--- config.mk ---
export PLATFORM = sky130hd
export DESIGN_NAME = cq_device_flat
export DESIGN_NICKNAME = d
export VERILOG_FILES = /design/src/pkg/cq_pkg.sv /design/src/pkg/cq_link_if.sv /design/src/logic/cq_device.sv /design/src/flat_wrapper.sv
export SDC_FILE = /design/constraint.sdc
export NUM_CORES = 2
export LEC_CHECK = 0
export BUFFER_PORTS_ARGS = -buffer_cell sky130_fd_sc_hd__buf_2
export CAP_MARGIN = 20
export CELL_PAD_IN_SITES_DETAIL_PLACEMENT = 1
export CELL_PAD_IN_SITES_GLOBAL_PLACEMENT = 1
export CORE_MARGIN = 3
export CORE_UTILIZATION = 35
export CTS_CLUSTER_SIZE = 16
export DETAILED_ROUTE_END_ITERATION = 8
export GPL_TIMING_DRIVEN = 0
export PLACE_DENSITY_LB_ADDON = 0.1
export SLEW_MARGIN = 20
export SYNTH_ARGS = -nofsm -noshare
export SYNTH_HDL_FRONTEND = slang
export SYNTH_SLANG_ARGS = --single-unit
--- constraint.sdc ---
create_clock -name mclk -period 5.21 [get_ports mclk]
set_input_delay 0.521 -clock mclk [delete_from_list [all_inputs] [get_ports mclk]]
set_output_delay 0.521 -clock mclk [all_outputs]
set_load 0.1 [all_outputs]
--- src/pkg/cq_pkg.sv ---
// constants shared by both ends of the queued-command link
`default_nettype none
package cq_pkg;
    // ==========================================
    // command indices
    localparam logic [5:0] IDX_STATUS = 6'h0D; // status poll
    localparam logic [5:0] IDX_SWITCH = 6'h06; // config byte write
    localparam logic [5:0] IDX_RDBYTE = 6'h08; // config byte read
    localparam logic [5:0] IDX_PARAM  = 6'h2C; // task parameters
    localparam logic [5:0] IDX_ADDR   = 6'h2D; // task address
    localparam logic [5:0] IDX_EXRD   = 6'h2E; // execute read task
    localparam logic [5:0] IDX_EXWR   = 6'h2F; // execute write task
    localparam logic [5:0] IDX_TMGMT  = 6'h30; // task management
    // ==========================================
    // argument field positions
    localparam int ARG_RELIABLE = 31;  // reliable write
    localparam int ARG_DIR      = 30;  // 1 read, 0 write
    localparam int ARG_TAG      = 29;  // tag request
    localparam int ARG_CTX_HI   = 28;  // context id msb
    localparam int ARG_CTX_LO   = 25;  // context id lsb
    localparam int ARG_FORCED   = 24;  // forced programming
    localparam int ARG_PRIO     = 23;  // high priority
    localparam int ARG_ID_HI    = 20;  // task id msb
    localparam int ARG_ID_LO    = 16;  // task id lsb
    localparam int ARG_BLK_HI   = 15;  // block count msb
    localparam int ARG_QSEL     = 15;  // queue status select
    localparam int ARG_PRI_INT  = 0;   // priority interrupt flag
    localparam int ARG_OP_HI    = 3;   // task mgmt operation msb
    localparam int ARG_IDX_HI   = 23;  // switch byte index msb
    localparam int ARG_IDX_LO   = 16;  // switch byte index lsb
    localparam int ARG_VAL_HI   = 15;  // switch value msb
    localparam int ARG_VAL_LO   = 8;   // switch value lsb
    localparam int ARG_RD_HI    = 8;   // read byte index msb
    // ==========================================
    // task management operations
    localparam logic [3:0] OP_DISCARD_ALL = 4'h1;
    localparam logic [3:0] OP_DISCARD_ONE = 4'h2;
    // ==========================================
    // configuration bytes
    localparam logic [8:0] OFS_ENABLE = 9'h00F; // queue_enable_ctrl
    localparam logic [8:0] OFS_DEPTH  = 9'h133; // queue_depth_info
    localparam logic [8:0] OFS_CAPAB  = 9'h134; // queue_capability
    localparam logic [7:0] CAPAB_VAL  = 8'h01;  // queuing supported
    localparam logic [4:0] DEPTH_N    = 5'h1F;  // depth minus one
    localparam logic       ENABLE_RST = 1'b0;   // queuing off at reset
    // ==========================================
    // framing
    localparam int CMD_BITS  = 38; // index + argument after start
    localparam int RSP_BITS  = 33; // error flag + argument
    localparam int HALF_DEF  = 8;  // mclk cycles per link half period
    localparam int WAIT_DEF  = 64; // link periods before timeout
endpackage : cq_pkg
`default_nettype wire

--- src/pkg/cq_link_if.sv ---
// the three wires between host and device
`default_nettype none
interface cq_link_if;
    logic linkClk; // host-made link clock
    logic cmdLine; // host to device, idle high
    logic rspLine; // device to host, idle high
    modport host (output linkClk, output cmdLine, input rspLine);
    modport dev  (input linkClk, input cmdLine, output rspLine);
endinterface : cq_link_if
`default_nettype wire

--- src/logic/cq_device.sv ---
// device end: command queue manager behind the serial link
//
// Overview of operation
// - parameter arg holds reliable, tag, context, forced bits
// - parameter bit 30 direction, recorded per task
// - priority bit 23, id 20:16, blocks 15:0
// - address command stores address, queues task
// - execute read/write only on ready task
// - op 2h discards the named task
// - op 1h ignores id, reserved bits ignored
// - status with select bit returns ready bitmap
// - capability byte reads 01h
// - depth byte reads 1Fh, ids 0..N
// - host discards queue before disabling
// - disabled queue acts like non-queuing device
// - bitmap bit i set when task i ready
// - bitmap bit clear when pending or unused
`default_nettype none
module cq_device #(
    parameter logic [4:0] DEPTH_N = cq_pkg::DEPTH_N // highest task id
) (
    input  wire logic        mclk,       // 20 MHz core clock
    input  wire logic        rstn,       // async reset, active low
    cq_link_if.dev           link,       // serial link to host
    output logic             execValid,  // one-cycle task launch
    output logic             execWrite,  // launched task is a write
    output logic [4:0]       execId,     // launched task id
    output logic [31:0]      execAddr,   // launched start block
    output logic [15:0]      execBlocks, // launched block count
    output logic [7:0]       execFlags,  // rel,tag,ctx[3:0],forced,prio
    output logic             queueOn,    // queuing enabled
    output logic [31:0]      readyMap    // task readiness bitmap
);
    // ==========================================
    // pin synchronisers and link clock edge
    logic [1:0]  clkSync_r;   // link clock, two stages
    logic [1:0]  cmdSync_r;   // command line, two stages
    logic        clkPrev_r;   // last synced clock level
    logic        rise;        // link clock rising edge seen

    // sync pins into mclk
    always_ff @(posedge mclk or negedge rstn) begin
        if (!rstn) begin
            clkSync_r <= 2'h0;
            cmdSync_r <= 2'h3;
            clkPrev_r <= 1'b0;
        end else begin
            clkSync_r <= {clkSync_r[0], link.linkClk};
            cmdSync_r <= {cmdSync_r[0], link.cmdLine};
            clkPrev_r <= clkSync_r[1];
        end
    end
    assign rise = clkSync_r[1] & ~clkPrev_r;

    // ==========================================
    // command frame receiver
    logic [5:0]  rxCnt_r;     // 0 idle, else bits taken + 1
    logic [37:0] rxShift_r;   // index and argument
    logic        frameDone_r; // one-cycle frame complete
    logic [5:0]  txCnt_r;     // response bits left
    logic [5:0]  idx;         // received index
    logic [31:0] arg;         // received argument

    // shift command bits on link rising edges
    always_ff @(posedge mclk or negedge rstn) begin
        if (!rstn) begin
            rxCnt_r     <= 6'h00;
            rxShift_r   <= 38'h0;
            frameDone_r <= 1'b0;
        end else begin
            frameDone_r <= rise && rxCnt_r == 6'(cq_pkg::CMD_BITS);
            if (rise) begin
                if (rxCnt_r == 6'h00) begin
                    // start bit only while not answering
                    if (!cmdSync_r[1] && txCnt_r == 6'h00) begin
                        rxCnt_r <= 6'h01;
                    end
                end else begin
                    rxShift_r <= {rxShift_r[36:0], cmdSync_r[1]};
                    if (rxCnt_r == 6'(cq_pkg::CMD_BITS)) begin
                        rxCnt_r <= 6'h00;
                    end else begin
                        rxCnt_r <= rxCnt_r + 6'h01;
                    end
                end
            end
        end
    end
    assign idx = rxShift_r[37:32];
    assign arg = rxShift_r[31:0];

    // ==========================================
    // task state
    logic [31:0] taskValid_r;  // id in use
    logic [31:0] taskReady_r;  // id ready for execution
    logic [31:0] taskRead_r;   // recorded direction, 1 read
    logic [31:0] paramMem [32]; // parameter word per task
    logic [31:0] addrMem  [32]; // start block per task
    logic        pendValid_r;  // parameters waiting for address
    logic [31:0] pendArg_r;    // held parameter word
    logic        enable_r;     // queuing enabled

    // ==========================================
    // command decode
    logic        illegal;     // answer with error flag
    logic [31:0] rspArg;      // answer argument
    logic        doPend;      // latch parameters
    logic        doQueue;     // create task entry
    logic        doExec;      // launch ready task
    logic [31:0] clrMask;     // ids to free
    logic        doEnWr;      // enable byte written
    logic [4:0]  id;          // id field of argument
    logic [4:0]  pendId;      // id of held parameters

    assign id     = arg[cq_pkg::ARG_ID_HI:cq_pkg::ARG_ID_LO];
    assign pendId = pendArg_r[cq_pkg::ARG_ID_HI:cq_pkg::ARG_ID_LO];

    // classify the completed frame
    always_comb begin
        illegal = 1'b0;
        rspArg  = 32'h0;
        doPend  = 1'b0;
        doQueue = 1'b0;
        doExec  = 1'b0;
        clrMask = 32'h0;
        doEnWr  = 1'b0;
        case (idx)
            cq_pkg::IDX_STATUS: begin
                // bitmap only while queuing is on
                if (arg[cq_pkg::ARG_QSEL] && enable_r) begin
                    rspArg = taskReady_r;
                end else if (arg[cq_pkg::ARG_QSEL]) begin
                    illegal = 1'b1;
                end
            end
            cq_pkg::IDX_SWITCH: begin
                if (arg[cq_pkg::ARG_IDX_HI:cq_pkg::ARG_IDX_LO]
                        == cq_pkg::OFS_ENABLE[7:0]) begin
                    doEnWr = 1'b1;
                end else begin
                    illegal = 1'b1;
                end
            end
            cq_pkg::IDX_RDBYTE: begin
                case (arg[cq_pkg::ARG_RD_HI:0])
                    cq_pkg::OFS_ENABLE: rspArg = {31'h0, enable_r};
                    cq_pkg::OFS_DEPTH:  rspArg = {27'h0, DEPTH_N};
                    cq_pkg::OFS_CAPAB:  rspArg = {24'h0, cq_pkg::CAPAB_VAL};
                    default:            rspArg = 32'h0;
                endcase
            end
            cq_pkg::IDX_PARAM: begin
                // id beyond depth or still in use is refused
                if (!enable_r || id > DEPTH_N || taskValid_r[id]) begin
                    illegal = 1'b1;
                end else begin
                    doPend = 1'b1;
                end
            end
            cq_pkg::IDX_ADDR: begin
                if (!enable_r || !pendValid_r) begin
                    illegal = 1'b1;
                end else begin
                    doQueue = 1'b1;
                end
            end
            cq_pkg::IDX_EXRD, cq_pkg::IDX_EXWR: begin
                // direction must match the recorded one
                if (enable_r && taskReady_r[id]
                        && taskRead_r[id] == (idx == cq_pkg::IDX_EXRD)) begin
                    doExec      = 1'b1;
                    clrMask[id] = 1'b1;
                end else begin
                    illegal = 1'b1;
                end
            end
            cq_pkg::IDX_TMGMT: begin
                // only the op code and, for one task, the id count
                if (!enable_r) begin
                    illegal = 1'b1;
                end else if (arg[cq_pkg::ARG_OP_HI:0]
                        == cq_pkg::OP_DISCARD_ALL) begin
                    clrMask = 32'hFFFFFFFF;
                end else if (arg[cq_pkg::ARG_OP_HI:0]
                        == cq_pkg::OP_DISCARD_ONE) begin
                    clrMask[id] = 1'b1;
                end else begin
                    illegal = 1'b1;
                end
            end
            default: illegal = 1'b1;
        endcase
    end

    // ==========================================
    // enable byte and pending parameters
    always_ff @(posedge mclk or negedge rstn) begin
        if (!rstn) begin
            enable_r    <= cq_pkg::ENABLE_RST;
            pendValid_r <= 1'b0;
            pendArg_r   <= 32'h0;
        end else if (frameDone_r) begin
            if (doEnWr) begin
                enable_r <= arg[cq_pkg::ARG_VAL_LO];
            end
            // any other frame breaks the parameter/address pair
            pendValid_r <= doPend;
            if (doPend) begin
                pendArg_r <= arg;
            end
        end
    end

    // ==========================================
    // per-task valid, ready and direction
    logic [31:0] setMask; // id queued this cycle
    assign setMask = (frameDone_r && doQueue) ? (32'h1 << pendId) : 32'h0;

    genvar t;
    generate
        for (t = 0; t < 32; t++) begin : g_task
            logic clr; // task freed this cycle
            assign clr = frameDone_r && clrMask[t];
            // ready rises one cycle after valid, clears in the same cycle as valid
            always_ff @(posedge mclk or negedge rstn) begin
                if (!rstn) begin
                    taskValid_r[t] <= 1'b0;
                    taskReady_r[t] <= 1'b0;
                    taskRead_r[t]  <= 1'b0;
                end else begin
                    // a new entry wins over a clear in the same cycle
                    taskValid_r[t] <= (taskValid_r[t] & ~clr) | setMask[t];
                    taskReady_r[t] <= taskValid_r[t] & ~setMask[t] & ~clr;
                    if (setMask[t]) begin
                        taskRead_r[t] <= pendArg_r[cq_pkg::ARG_DIR];
                    end
                end
            end
        end
    endgenerate

    // task memories, written when queued
    always_ff @(posedge mclk) begin
        if (frameDone_r && doQueue) begin
            paramMem[pendId] <= pendArg_r;
            addrMem[pendId]  <= arg;
        end
    end

    // ==========================================
    // task launch toward the media side
    logic [31:0] ep; // parameters of launched task
    assign ep = paramMem[id];

    always_ff @(posedge mclk or negedge rstn) begin
        if (!rstn) begin
            execValid  <= 1'b0;
            execWrite  <= 1'b0;
            execId     <= 5'h00;
            execAddr   <= 32'h0;
            execBlocks <= 16'h0;
            execFlags  <= 8'h00;
        end else begin
            execValid <= frameDone_r && doExec;
            if (frameDone_r && doExec) begin
                execWrite  <= idx == cq_pkg::IDX_EXWR;
                execId     <= id;
                execAddr   <= addrMem[id];
                execBlocks <= ep[cq_pkg::ARG_BLK_HI:0];
                execFlags  <= {ep[cq_pkg::ARG_RELIABLE], ep[cq_pkg::ARG_TAG],
                    ep[cq_pkg::ARG_CTX_HI:cq_pkg::ARG_CTX_LO],
                    ep[cq_pkg::ARG_FORCED], ep[cq_pkg::ARG_PRIO]};
            end
        end
    end
    assign queueOn  = enable_r;
    assign readyMap = taskReady_r;

    // ==========================================
    // response transmitter
    logic [33:0] txShift_r; // start, error flag, argument
    logic        rspPin_r;  // driven response level

    // one bit per link rising edge, idle high
    always_ff @(posedge mclk or negedge rstn) begin
        if (!rstn) begin
            txCnt_r   <= 6'h00;
            txShift_r <= 34'h0;
            rspPin_r  <= 1'b1;
        end else if (frameDone_r) begin
            txCnt_r   <= 6'(cq_pkg::RSP_BITS + 1);
            txShift_r <= {1'b0, illegal, rspArg};
        end else if (rise) begin
            if (txCnt_r != 6'h00) begin
                rspPin_r  <= txShift_r[33];
                txShift_r <= {txShift_r[32:0], 1'b1};
                txCnt_r   <= txCnt_r - 6'h01;
            end else begin
                rspPin_r <= 1'b1;
            end
        end
    end
    assign link.rspLine = rspPin_r;
endmodule : cq_device
`default_nettype wire

--- src/flat_wrapper.sv ---
// flat-port wrapper written by rule: the top's interface ports become plain ports
module cq_device_flat 
#(
    parameter logic [4:0] DEPTH_N = cq_pkg::DEPTH_N                   
)
  (mclk, rstn, execValid, execWrite, execId, execAddr, execBlocks, execFlags, queueOn, readyMap, link_linkClk, link_cmdLine, link_rspLine);
  cq_link_if link_i ();
  input  wire logic mclk;
  input  wire logic rstn;
  output logic execValid;
  output logic execWrite;
  output logic [4:0] execId;
  output logic [31:0] execAddr;
  output logic [15:0] execBlocks;
  output logic [7:0] execFlags;
  output logic queueOn;
  output logic [31:0] readyMap;
  input wire logic [$bits(link_i.linkClk)-1:0] link_linkClk;
  input wire logic [$bits(link_i.cmdLine)-1:0] link_cmdLine;
  output wire logic [$bits(link_i.rspLine)-1:0] link_rspLine;
  assign link_i.linkClk = link_linkClk;
  assign link_i.cmdLine = link_cmdLine;
  assign link_rspLine = link_i.rspLine;
  cq_device #(.DEPTH_N(DEPTH_N)) u_core (.mclk(mclk), .rstn(rstn), .link(link_i), .execValid(execValid), .execWrite(execWrite), .execId(execId), .execAddr(execAddr), .execBlocks(execBlocks), .execFlags(execFlags), .queueOn(queueOn), .readyMap(readyMap));
endmodule
==> impl_metrics.tcl <==
set metrics [dict create \
    start_util_pct 35.3 \
    crit_top_cell "buf_6" \
    critPathKind "flop to flop" \
    layout.cells.non_filler 7486 \
    cp.required_ns 5.95 \
    ys_seq_elements 2074 \
    die_x_um 483 \
    synth_edf_count 1792 \
    io_buffers 100 \
    relSlewSlack_pct 20.6 \
    fillers 21000 \
    yosysTopAreaCell "edfxtp_1" \
    finClkSkew_ns 0.0319 \
    yosysSeqAreaShare_pct 76.4 \
    ys_types 71 \
    antenna_found_initial 15 \
    vias_per_cell 5.69 \
    peakVddDrop_mv 0.284 \
    cts_tree "built" \
    path_clk_slew_ns 0.06 \
    period_share_pct 95.0 \
    syn_avg_cell_area_sq_um 21.1 \
    routed_wl_um 287000 \
    switchingPower_uw 7610 \
    swShare_pct 21.8 \
    htree_levels 4 \
    cp_cell_sequence "buf_6 > buf_8 > buf_4 > buf_6 > clkbuf_1 > buf_2 > mux4_2 > a22oi_1 > nand4_1 > mux2_4" \
    finalSetupViolCount 0 \
    p_clk_share_pct 44.9 \
    grt_pass1_wl_um 388000 \
    crit_path_start_kind "flop" \
    drive_above_1_share_pct 32.8 \
    rsz0062_at_grt "no" \
    syn-instance-count 3769 \
    row_count 174 \
    die_area_sq_mm 0.233 \
    core_region_area_sq_mm 0.226 \
    crit_path_max_incr_delay_ns 0.89 \
    overflow 0 \
    post_cts_resized 0 \
    ys_warn_count 0 \
    place_worst_setup_slack_ns 0.261 \
    die_h_um 483 \
    synthFlopType "edfxtp_1" \
    routedWlPerCell_um 38.3 \
    grt_pass1_vias 43800 \
    combPwrFrac_pct 1.2 \
    outcome "finished, final reports clean" \
    p_seq_share_pct 53.9 \
    synthTopCellsByArea "edfxtp_1, mux4_2, dfrtp_1" \
    gp_congestion 0.755 \
    arrival_ns 5.69 \
    maxCapViolCount 0 \
    cp_max_fo 10 \
    cpLargestDelayFamily "buffers and inverters" \
    slew_viol_final 0 \
    tightest_slew_ns 1.19 \
    cellPowerDensity_mw_per_mm2 364 \
    root_buffer "clkbuf_16" \
    async_reset_ff_share_pct 13.6 \
    dp.cells 7056 \
    crit_slowest_cell "clkbuf_1" \
    fin_ws_ns 0.262 \
    netlist_area_sq_mm 0.0797 \
    clock_sinks 2074 \
    clock_tree.buffer_depth 3 \
    vias 42600 \
    multi_input_area_sq_mm 0.0177 \
    numCtsBuffers 224 \
    drt_first_pass_iters 7 \
    yosysTopAreaCellShare_pct 67.5 \
    drc 0 \
    ff_latch_area_sq_mm 0.0609 \
    grt_max_degree 78 \
    first_iter_violations 5155 \
    grtUsageTotal_pct 24.3 \
    leakage_uw 0.0291 \
    postCtsHoldBufs 3 \
    hold_violations 0 \
    dp_hpwl_um 194000 \
    fin_nets 4302 \
    p_int_uw 27400 \
    synth_fp_nets 3778 \
    fmax_mhz 202 \
    synthToLayoutAreaGrowth_pct 20.6 \
    worst-path-buf-inv 6 \
    clk_latency_ns 0.87 \
    min_path_type "primary input to asynchronous set/reset pin" \
    fin_crit_ns 4.95 \
    crit_path_end_kind "flop" \
    setup_tns_ns 0 \
    pin_count 101 \
    post-cts-setup-buffers 0 \
    antenna_left 0 \
]
==> kinds of logic (layout without fill, tap and decap cells) <==
family	Yosys count	count (layout)	synth area share (%)
AOI/OAI and AO/OA	410	410	3.77
adders and majority gates	5	5	0.0785
and+or+nand+nor	331	331	2.07
muxes	648	648	15.9
DFF	2074	2074	76.4
other	0	7	0
xor gates and xnor gates	8	8	0.0879
buffers and inverters	293	1011	1.75
==> layout by cell type (no fill, tap or decap), drive strengths merged, types with 6 or more instances in the layout <==
cell type  instances
a21oi             12
edfxtp          1792
nor4               7
mux4             458
inv               76
nand2            127
o21ai             48
a22oi            228
nor3b              7
clkinv            78
nand2b             7
nand4             60
mux2             161
nand3b             9
or3                6
clkbuf           459
a222oi            26
diode              7
a211oi            35
xnor2              6
nor3              14
a31oi             33
bufinv             9
nor2              56
dfrtp            279
nand3             10
mux2i             29
buf              382
==> synthesized netlist by cell type, drive strengths merged (5+ instances only) <==
cell type	instances
a22oi	228
o21ai	48
nand2	127
xnor2	6
a31oi	33
nor4b	5
a211oi	35
nor3	14
nor2	56
mux4	458
nand4	60
nand2b	7
edfxtp	1792
buf	87
and3	5
or3	6
o31ai	5
a222oi	26
nand3b	9
dfrtp	279
ha	5
inv	68
a21oi	12
nor4	7
nor3b	7
nand3	10
mux2i	29
clkbuf	138
mux2	161
==> metrics by stage <==
| step | utilization [%] | hold slack (ns) | power, uW | area, sq um |
|---|---|---|---|---|
| floorplan | - | 0.225 | 19100 | 79700 |
| global placement | 37.2 | 0.336 | 19500 | 84000 |
| detailed placement | 39.4 | 0.341 | 19600 | 88900 |
| CTS | 42.6 | 0.0962 | 35300 | 96100 |
| global route | 42.6 | 0.147 | 36000 | 96100 |
| finish | 42.6 | 0.148 | 35000 | 96100 |
==> cell type report <==
cell class | instances | share of cell area (%)
flip-flops and latches | 2074 | 63.4
multi-input cells | 1402 | 18.4
clock buffers | 321 | 6.54
repair buffers | 298 | 5.30
well taps | 2992 | 3.89
plain buffers | 225 | 1.28
clock inverters | 99 | 0.932
inverters | 68 | 0.265
diodes | 7 | 0.0182
==> worst paths after layout <==
check / from / endpoint / slack [ns] / cells past startpoint
min: rstn / u_core.txShift_r[23] / 0.15 / 2
max: u_core.rxShift_r[16] / u_core.execBlocks[11] / 0.26 / 10
min reg2reg: u_core.clkSync_r[0] / u_core.clkSync_r[1] / 0.35 / 0
min in group mclk: link_linkClk / u_core.clkSync_r[0] / 0.32 / 2
max in group asynchronous: rstn / u_core.rxShift_r[9] / 4.21 / 3
max reg2reg: u_core.rxShift_r[16] / u_core.execBlocks[11] / 0.26 / 10
==> power groups by stage <==
| stage | Combinational [uW] | Clock [uW] | Sequential (uW) |
|---|---|---|---|
| 6_report | 432 | 15700 | 18800 |
| 5_1_grt | 469 | 16700 | 18900 |
| 4_1_cts | 436 | 16000 | 18800 |
| 3_5_place_dp | 433 | 0 | 19200 |
| 3_3_place_gp | 303 | 0 | 19200 |
| 2_1_floorplan | 174 | 0 | 19000 |
==> registers in the layout, indices dropped and copies added (netlist names) <==
name / flops
u_core.addrMem: 1024
u_core.clkPrev_r: 1
u_core.clkSync_r: 2
u_core.cmdSync_r: 2
u_core.execAddr: 32
u_core.execBlocks: 16
u_core.execFlags: 8
u_core.execId: 5
u_core.execValid: 1
u_core.execWrite: 1
u_core.frameDone_r: 1
u_core.link.rspLine: 1
u_core.paramMem: 768
u_core.pendArg_r: 30
u_core.pendValid_r: 1
u_core.queueOn: 1
u_core.readyMap: 32
u_core.rxCnt_r: 6
u_core.rxShift_r: 38
u_core.taskRead_r: 32
u_core.taskValid_r: 32
u_core.txCnt_r: 6
u_core.txShift_r: 34
==> routing by layer <==
metal  routed length, um  up-vias  GRT usage, %  part of all wire (%)
met5                   0        -             0                     0
met4                7310        0          6.10                   2.5
met3               17500      327          3.87                   6.1
met2              139000     1540          39.8                    48
met1              123000    23900          34.0                    43
li1                    -    16800             -                     -
Note: power is estimated with default switching activity, not from simulation.
